--- src/touch_cfg_regs.svh ---
// register offsets, field positions, reset values and timing counts
`ifndef TOUCH_CFG_REGS_SVH
`define TOUCH_CFG_REGS_SVH

// ****************************************************************
// register map
// ****************************************************************
`define CTRL1_ADDR      8'h01
`define CFG2_ADDR       8'h02
`define CTRL1_RESET     16'h0000
`define CFG2_RESET      16'h4040
`define RDATA_NONE      16'h0000

// ****************************************************************
// fields of adc_power_filter_config
// ****************************************************************
`define PWR_HI          15
`define PWR_LO          14
`define PIN_FN_BIT      13
`define PIN_LVL_BIT     12
`define PIN_DIR_BIT     11
`define PIN_POL_BIT     10
`define SE_BIT          9
`define AVG_HI          8
`define AVG_LO          7
`define MED_HI          6
`define MED_LO          5
`define SRST_BIT        4
`define FCD_HI          3
`define FCD_LO          0

// ****************************************************************
// fields of the mode and timer register
// ****************************************************************
`define MODE_HI         11
`define MODE_LO         10
`define TMR_HI          7
`define TMR_LO          0
`define TMR_ZERO        8'h00

// ****************************************************************
// timing
// ****************************************************************
`define CLK_PERIOD_NS   10
`define FCD_STEP_NS     128000
`define FCD_STEP_CYCLES ((`FCD_STEP_NS + `CLK_PERIOD_NS - 1) / `CLK_PERIOD_NS)

`endif

--- src/touch_cfg_pkg.sv ---
// types shared by the configuration block and its delay timer
package touch_cfg_pkg;

    typedef enum logic [1:0] {
        MODE_NONE,
        MODE_SINGLE,
        MODE_SLAVE,
        MODE_MASTER
    } conv_mode_type;

    typedef enum logic [1:0] {
        PWR_OFF,
        PWR_AUTO,
        PWR_ON,
        PWR_AUTO_ALT
    } power_policy_type;

    typedef enum logic {
        DLY_IDLE,
        DLY_WAIT
    } delay_state_type;

endpackage : touch_cfg_pkg

--- src/first_delay_timer.sv ---
// first-conversion delay timer, (code + 1) steps long
`timescale 1ns/1ns
`include "touch_cfg_regs.svh"

module first_delay_timer #(
    parameter int STEP_CYCLES = `FCD_STEP_CYCLES
) (
    input  wire logic       clk,
    input  wire logic       nrst,
    input  wire logic       ce,
    input  wire logic       clear,
    input  wire logic       start,
    input  wire logic [3:0] code,
    output logic            busy_q,
    output logic            done_q
);

    touch_cfg_pkg::delay_state_type state_q;
    touch_cfg_pkg::delay_state_type state_d;
    logic [17:0] cnt_q;
    logic [17:0] cnt_d;
    logic [31:0] total;
    logic        expire;

    // a fresh start restarts the wait with the current code
    assign total   = (32'(code) + 32'h0000_0001) * 32'(STEP_CYCLES);
    assign expire  = (state_q == touch_cfg_pkg::DLY_WAIT)
                     && (cnt_q == 18'h0_0000);
    assign state_d = start  ? touch_cfg_pkg::DLY_WAIT
                   : expire ? touch_cfg_pkg::DLY_IDLE : state_q;
    assign cnt_d   = start ? 18'(total - 32'h0000_0001)
                   : (state_q == touch_cfg_pkg::DLY_WAIT && !expire)
                     ? cnt_q - 18'h0_0001 : cnt_q;

    always_ff @(posedge clk or negedge nrst)
    begin
        if (!nrst)
        begin
            state_q <= touch_cfg_pkg::DLY_IDLE;
            cnt_q   <= 18'h0_0000;
            busy_q  <= 1'b0;
            done_q  <= 1'b0;
        end
        else if (ce)
        begin
            if (clear)
            begin
                state_q <= touch_cfg_pkg::DLY_IDLE;
                cnt_q   <= 18'h0_0000;
                busy_q  <= 1'b0;
                done_q  <= 1'b0;
            end
            else
            begin
                state_q <= state_d;
                cnt_q   <= cnt_d;
                busy_q  <= (state_d == touch_cfg_pkg::DLY_WAIT);
                done_q  <= expire && !start;
            end
        end
    end

endmodule : first_delay_timer

--- src/touch_adc_power_filter_config.sv ---
// power, shared-pin, filter and delay configuration of the touch converter
`timescale 1ns/1ns
`include "touch_cfg_regs.svh"

module touch_adc_power_filter_config #(
    parameter int FCD_STEP_CYCLES = `FCD_STEP_CYCLES
) (
    input  wire logic        clk,
    input  wire logic        nrst,
    input  wire logic        ce,
    input  wire logic        reg_wr,
    input  wire logic        reg_rd,
    input  wire logic [7:0]  reg_addr,
    input  wire logic [15:0] reg_wdata,
    output logic      [15:0] reg_rdata,
    input  wire logic        touch_pin,
    input  wire logic        shared_pin_in,
    output logic             shared_pin_out,
    output logic             shared_pin_oe,
    input  wire logic        seq_busy,
    input  wire logic        seq_done,
    input  wire logic        conv_start,
    input  wire logic        aux_req,
    input  wire logic        vbat_req,
    output logic             adc_power,
    output logic             osc_power,
    output logic             bias_power,
    output logic             temp_power,
    output logic      [1:0]  conv_mode,
    output logic      [7:0]  interval_timer,
    output logic             single_ended_select,
    output logic      [4:0]  averaging_count,
    output logic      [4:0]  median_window_count,
    output logic             measure_aux,
    output logic             measure_vbat,
    output logic             soft_logic_reset,
    output logic             first_delay_busy,
    output logic             first_delay_done
);

    // ************************************************************
    // functions
    // ************************************************************
    // pin polarity 0 means active low, so the level is inverted
    function automatic logic pin_level_f(input logic x, input logic pol);
        pin_level_f = x ^ ~pol;
    endfunction : pin_level_f

    function automatic logic [4:0] avg_count_f(input logic [1:0] avg,
                                               input logic [1:0] med);
        case (avg)
            2'h0:    avg_count_f = (med == 2'h0) ? 5'h01 : 5'h02;
            2'h1:    avg_count_f = 5'h04;
            2'h2:    avg_count_f = 5'h08;
            default: avg_count_f = 5'h10;
        endcase
    endfunction : avg_count_f

    function automatic logic [4:0] med_count_f(input logic [1:0] med);
        case (med)
            2'h0:    med_count_f = 5'h00;
            2'h1:    med_count_f = 5'h04;
            2'h2:    med_count_f = 5'h08;
            default: med_count_f = 5'h10;
        endcase
    endfunction : med_count_f

    // ************************************************************
    // registers and pin synchronisers
    // ************************************************************
    logic [15:0] cfg_q;
    logic [15:0] cfg_d;
    logic [15:0] ctrl1_q;
    logic [15:0] ctrl1_d;
    logic [1:0]  sync1_q;
    logic [1:0]  sync2_q;
    logic [1:0]  sync3_q;
    logic [1:0]  pins_q;
    logic [1:0]  pins_d;
    logic        touched;
    logic        pin_now;

    // bit 0 is the touch pin, bit 1 the shared pin
    assign pins_d  = (sync2_q & sync3_q)
                     | (pins_q & (sync2_q ^ sync3_q));
    assign touched = pins_q[0];
    assign pin_now = pins_q[1];

    // ************************************************************
    // register decode
    // ************************************************************
    logic wr_cfg;
    logic wr_ctrl1;
    logic srst_req;
    logic mode_clear;
    logic [15:0] cfg_view;
    logic [15:0] rdata_d;

    touch_cfg_pkg::conv_mode_type    mode;
    touch_cfg_pkg::power_policy_type policy;

    assign wr_cfg   = reg_wr && (reg_addr == `CFG2_ADDR);
    assign wr_ctrl1 = reg_wr && (reg_addr == `CTRL1_ADDR);
    assign srst_req = wr_cfg && reg_wdata[`SRST_BIT];
    assign mode     = touch_cfg_pkg::conv_mode_type'(
                          ctrl1_q[`MODE_HI:`MODE_LO]);
    assign policy   = touch_cfg_pkg::power_policy_type'(
                          cfg_q[`PWR_HI:`PWR_LO]);

    // single and slave runs drop back to idle when no repeat is set
    assign mode_clear = seq_done
        && (mode == touch_cfg_pkg::MODE_SINGLE
            || mode == touch_cfg_pkg::MODE_SLAVE)
        && (ctrl1_q[`TMR_HI:`TMR_LO] == `TMR_ZERO);

    // the reset bit never stays set; a software write beats the clear
    assign cfg_d   = wr_cfg ? (reg_wdata & ~(16'h0001 << `SRST_BIT))
                   : cfg_q;
    assign ctrl1_d = wr_ctrl1 ? reg_wdata
                   : mode_clear ? (ctrl1_q & ~(16'h0003 << `MODE_LO))
                   : ctrl1_q;

    // an input pin reads back its level instead of the stored data
    assign cfg_view = (cfg_q[`PIN_FN_BIT] && cfg_q[`PIN_DIR_BIT])
        ? {cfg_q[15:13], pin_level_f(pin_now, cfg_q[`PIN_POL_BIT]),
           cfg_q[11:0]}
        : cfg_q;
    assign rdata_d  = !reg_rd ? reg_rdata
                    : (reg_addr == `CFG2_ADDR)  ? cfg_view
                    : (reg_addr == `CTRL1_ADDR) ? ctrl1_q
                    : `RDATA_NONE;

    // ************************************************************
    // power, pin and channel decisions
    // ************************************************************
    logic wake;
    logic auto_pol;
    logic master;
    logic timed;
    logic adc_d;
    logic osc_d;
    logic temp_d;
    logic drive_d;
    logic aux_d;
    logic vbat_d;

    assign wake     = touched || seq_busy;
    assign auto_pol = (policy == touch_cfg_pkg::PWR_AUTO)
                      || (policy == touch_cfg_pkg::PWR_AUTO_ALT);
    assign master   = (mode == touch_cfg_pkg::MODE_MASTER);
    assign timed    = (mode == touch_cfg_pkg::MODE_SINGLE)
                      || (mode == touch_cfg_pkg::MODE_SLAVE);

    // full shutdown wins; always-on keeps sensor on demand only
    assign adc_d  = (policy == touch_cfg_pkg::PWR_ON)
                  || (auto_pol && (master ? wake : seq_busy));
    assign osc_d  = (policy == touch_cfg_pkg::PWR_ON)
                  || (auto_pol && (master ? wake : timed));
    assign temp_d = (policy != touch_cfg_pkg::PWR_OFF)
                  && ((auto_pol && master) ? wake : seq_busy);

    assign drive_d = cfg_q[`PIN_FN_BIT] && !cfg_q[`PIN_DIR_BIT];
    assign aux_d   = !cfg_q[`PIN_FN_BIT] && aux_req && !vbat_req;
    assign vbat_d  = !cfg_q[`PIN_FN_BIT] && vbat_req;

    // ************************************************************
    // state
    // ************************************************************
    always_ff @(posedge clk or negedge nrst)
    begin
        if (!nrst)
        begin
            sync1_q <= 2'b00;
            sync2_q <= 2'b00;
            sync3_q <= 2'b00;
            pins_q  <= 2'b00;
        end
        else if (ce)
        begin
            sync1_q <= {shared_pin_in, touch_pin};
            sync2_q <= sync1_q;
            sync3_q <= sync2_q;
            pins_q  <= pins_d;
        end
    end

    always_ff @(posedge clk or negedge nrst)
    begin
        if (!nrst)
        begin
            cfg_q            <= `CFG2_RESET;
            ctrl1_q          <= `CTRL1_RESET;
            reg_rdata        <= `RDATA_NONE;
            soft_logic_reset <= 1'b0;
        end
        else if (ce)
        begin
            cfg_q            <= soft_logic_reset ? `CFG2_RESET : cfg_d;
            ctrl1_q          <= soft_logic_reset ? `CTRL1_RESET : ctrl1_d;
            reg_rdata        <= rdata_d;
            soft_logic_reset <= srst_req;
        end
    end

    always_ff @(posedge clk or negedge nrst)
    begin
        if (!nrst)
        begin
            adc_power           <= 1'b0;
            osc_power           <= 1'b0;
            bias_power          <= 1'b0;
            temp_power          <= 1'b0;
            shared_pin_out      <= 1'b0;
            shared_pin_oe       <= 1'b0;
            conv_mode           <= 2'b00;
            interval_timer      <= 8'h00;
            single_ended_select <= 1'b0;
            averaging_count     <= 5'h00;
            median_window_count <= 5'h00;
            measure_aux         <= 1'b0;
            measure_vbat        <= 1'b0;
        end
        else if (ce)
        begin
            adc_power           <= adc_d;
            osc_power           <= osc_d;
            bias_power          <= osc_d;
            temp_power          <= temp_d;
            shared_pin_out      <= pin_level_f(cfg_q[`PIN_LVL_BIT],
                                               cfg_q[`PIN_POL_BIT]);
            shared_pin_oe       <= drive_d;
            conv_mode           <= ctrl1_q[`MODE_HI:`MODE_LO];
            interval_timer      <= ctrl1_q[`TMR_HI:`TMR_LO];
            single_ended_select <= cfg_q[`SE_BIT];
            averaging_count     <= avg_count_f(cfg_q[`AVG_HI:`AVG_LO],
                                    cfg_q[`MED_HI:`MED_LO]);
            median_window_count <= med_count_f(
                                    cfg_q[`MED_HI:`MED_LO]);
            measure_aux         <= aux_d;
            measure_vbat        <= vbat_d;
        end
    end

    // ************************************************************
    // first-conversion delay
    // ************************************************************
    // the sequencer pulses conv_start ahead of the first conversion
    // and of each position or pressure channel
    first_delay_timer #(
        .STEP_CYCLES (FCD_STEP_CYCLES)
    ) u_delay (
        .clk    (clk),
        .nrst   (nrst),
        .ce     (ce),
        .clear  (soft_logic_reset),
        .start  (conv_start),
        .code   (cfg_q[`FCD_HI:`FCD_LO]),
        .busy_q (first_delay_busy),
        .done_q (first_delay_done)
    );
endmodule : touch_adc_power_filter_config

--- config.mk ---
export PLATFORM = sky130hd
export DESIGN_NAME = touch_adc_power_filter_config
export DESIGN_NICKNAME = d
export VERILOG_FILES = /design/src/touch_cfg_pkg.sv /design/src/first_delay_timer.sv /design/src/touch_adc_power_filter_config.sv
export VERILOG_INCLUDE_DIRS = /design/src
export SDC_FILE = /design/constraint.sdc
export NUM_CORES = 1
export LEC_CHECK = 0
export ABC_AREA = 1
export BUFFER_PORTS_ARGS = -buffer_cell sky130_fd_sc_hd__clkbuf_2
export CAP_MARGIN = 0
export CELL_PAD_IN_SITES_DETAIL_PLACEMENT = 0
export CELL_PAD_IN_SITES_GLOBAL_PLACEMENT = 1
export CORE_MARGIN = 1.5
export CORE_UTILIZATION = 42
export CTS_CLUSTER_DIAMETER = 30
export DETAILED_ROUTE_END_ITERATION = 10
export GPL_ROUTABILITY_DRIVEN = 0
export PLACE_DENSITY = 0.84
export SYNTH_ARGS = -nofsm -noshare
export SYNTH_HDL_FRONTEND = slang
export SYNTH_SLANG_ARGS = --single-unit
--- constraint.sdc ---
create_clock -name clk -period 3.25 [get_ports clk]
set_clock_uncertainty 0.2 [all_clocks]
set_input_delay 0.1625 -clock clk [delete_from_list [all_inputs] [get_ports clk]]
set_output_delay 0.1625 -clock clk [all_outputs]
set_load 0.05 [all_outputs]
==> flow_metrics.py <==
metrics = {
    "synthesis": {
        "async_reset_ff_share_pct": 100,
        "ys_types": 41,
        "synthesis.area_sq_um": 5360,
        "yosys.area.top_type_share_pct": 46.7,
        "post_synth.cell_area_avg_sq_um": 8.10,
        "synth-main-ff-cell": "dfrtp_1",
        "synthCells": 662,
        "yosysWarnings": 0,
        "synthTopCellsByArea": "dfrtp_1 (47%), nand2_1 (12%), inv_1 (5.4%)",
        "synth_seq_cells": 102,
        "ys_seq_area_share_pct": 47.7,
        "synth_area_leader_cell": "dfrtp_1",
        "synth_edf_count": 0,
    },
    "route": {
        "routed_via_density": 5.06,
        "ant_nets": 0,
        "drtPass1Iterations": 4,
        "drc": 0,
        "dr_total_vias": 4750,
        "wire_per_inst_um": 14.5,
        "drtIter0Drc": 286,
        "wirelength_um": 13600,
    },
    "worst_setup_path": {
        "regToRegSetupSlack_ps": 220,
        "startpoint_type": "register",
        "path_max_fanout": 6,
        "r2r-end": "u_delay.cnt_q[17]",
        "crit_start": "cfg_q[1]",
        "r2r_cells": 18,
        "critPathArrivalTime_ps": 3070,
        "r2r_start": "cfg_q[1]",
        "endpoint": "u_delay.cnt_q[17]",
        "crit_type": "reg -> reg",
        "cp-end-kind": "register",
        "worstPathRequired_ps": 3290,
    },
    "finish": {
        "areaGrowthSynthToFinish_pct": 21.3,
        "fin_util_pct": 51.9,
        "layout-drive-gt1-share_pct": 20.2,
        "n_antenna_cell": 0,
        "nFillCells": 1242,
        "nNetsFinal": 816,
        "final_common_cell": "nand2_1",
        "final_cell_mix": "nand2_1 (172), dfrtp_1 (97), clkbuf_2 (80)",
    },
    "timing": {
        "period_minus_slack_ps": 3030,
        "setup_tns_ps": 0,
        "rsz0062_at_grt": "no",
        "tightestPinTransition_ps": 820,
        "slew-limit-headroom_pct": 45.4,
        "drv_slew": 0,
        "setup_viol_count_final": 0,
        "fmax_ghz": 0.330,
        "min_period_over_period_pct": 93.1,
        "hold_viol": 0,
    },
    "place": {
        "io_buffer_count": 81,
        "dp_hpwl_um": 9450,
    },
    "flow_run": {
        "cap_viol_max_count": 0,
    },
    "run_status": {
        "outcome": "complete, no violations",
    },
    "power_and_ir_drop": {
        "p_per_area_nw_per_um2": 553,
        "irDropWorstVdd_v": 0.000287,
        "leakagePower_uw": 0.00333,
    },
    "clock_network": {
        "cts-root-buf": "clkbuf_16",
        "cts_tree": "done",
        "cts.sink_count": 102,
        "worstSkewPairLatency_ps": 340,
        "clockBufferDepth": 2,
        "htree_levels": 3,
        "clk_pin_slew_ps": 70,
        "cts_made_buffers": 9,
    },
    "die": {
        "placementRows": 41,
        "num_io_pins": 84,
        "dieHeight_um": 116,
        "die_w_um": 116,
        "start_util_pct": 42.8,
        "core-area_sq_um": 12500,
        "dieArea_sq_um": 13400,
    },
    "min_path": {
        "hold_class": "in -> reg",
    },
    "grt": {
        "grt_pass1_vias": 4688,
        "grtUsageTotal_pct": 21.8,
        "gr-total-overflow": 0,
        "grt_pass1_wl_um": 22900,
        "antenna_found_initial": 0,
        "grt_max_degree": 63,
    },
}
[final cells by class]
class                   count  area, sq um  share of cell area, %
multi-input cells         448         2350                   36.2
clock inverters             7         88.8                   1.37
clock buffers               9          225                   3.46
flip-flops and latches    102         2560                   39.3
well taps                 172          215                   3.31
inverters                  90          340                   5.23
repair buffers            111          723                   11.1
[per-layer routing]
metal  part of all wire, %  GRT usage, %  up-vias  wire, um
li1                      -             -     2354         -
met1                    46          29.9     2265      6290
met2                    47          35.4      119      6440
met3                   5.2          2.82       12       709
met4                   1.2          8.13        0       168
met5                     0             0        -         0
[where the power goes]
| group | leakage [uW] | switching, uW | internal [uW] | total [uW] |
|---|---|---|---|---|
| registers | 0.00125 | 129 | 1420 | 1550 |
| clock network | 0.000155 | 514 | 615 | 1130 |
| logic | 0.00193 | 633 | 287 | 920 |
[critical path, stage by stage, from the launching register on]
cell	delay, ps
dfrtp_2	460
ha_1	260
nand2_2	130
nor2_2	50
ha_1	270
inv_1	40
ha_1	290
ha_1	300
ha_1	320
nand2_1	80
inv_1	30
nand2_1	70
nand2_1	50
nand2_1	50
nand2_1	60
nand3_1	80
nand3_1	70
nand2_1	70
nand2_1	40
[synth_stat cells (6+ instances only)]
master,count
o21ai_2,13
nand3_1,35
inv_2,10
clkbuf_1,8
nand2_1,173
buf_2,7
inv_1,77
nor2_1,45
buf_4,6
o21ai_1,10
o22ai_1,18
a21oi_1,38
ha_1,18
dfrtp_1,100
o21ai_0,42
[state kept, by name, indices dropped and copies added, names as in the netlist, 3 cells and up]
signal / cells
median_window_count: 3
interval_timer: 8
ctrl1_q: 16
cfg_q: 15
u_delay.cnt_q: 18
averaging_count: 5
reg_rdata: 16
[how the worst min path moves through the flow]
stage	startpoint	endpoint	slack (ps)	cells after the start
finish	reg_wr	ctrl1_q[4]	40	5
floorplan	nrst	adc_power	-330	0
global route	reg_wr	soft_logic_reset	80	5
global placement	nrst	u_delay.state_q	110	1
CTS	reg_wr	ctrl1_q[4]	30	5
detailed placement	nrst	soft_logic_reset	120	1
[per-stage QoR]
step	instances	power, uW	setup WS (ps)	cell area (sq um)	hold slack, ps
after detailed placement	896	2450	83.5	5890	117
after global routing	939	3800	14.5	6500	80.9
final	939	3600	223	6500	37.4
after global placement	896	2430	166	5890	110
after floorplan	663	2220	416	5360	-333
after CTS	938	3610	50.8	6460	25.1
[cell families after synthesis]
| family | after synthesis | synth area share, % |
|---|---|---|
| compound gates | 134 | 14.5 |
| xor+xnor | 5 | 0.957 |
| fa+ha+maj | 18 | 4.20 |
| buf+inv | 113 | 8.82 |
| flops | 102 | 47.7 |
| other cells | 1 | 0.0700 |
| simple gates | 289 | 23.8 |
[repair_timing]
action                                  in CTS  in global routing
buffers inserted                             0                  1
hold endpoints to repair                    98                  0
resized for setup                            0                  7
hold buffers                                26                  0
endpoints found under the setup margin       0                  3
Power figures use the tool's default switching activity.
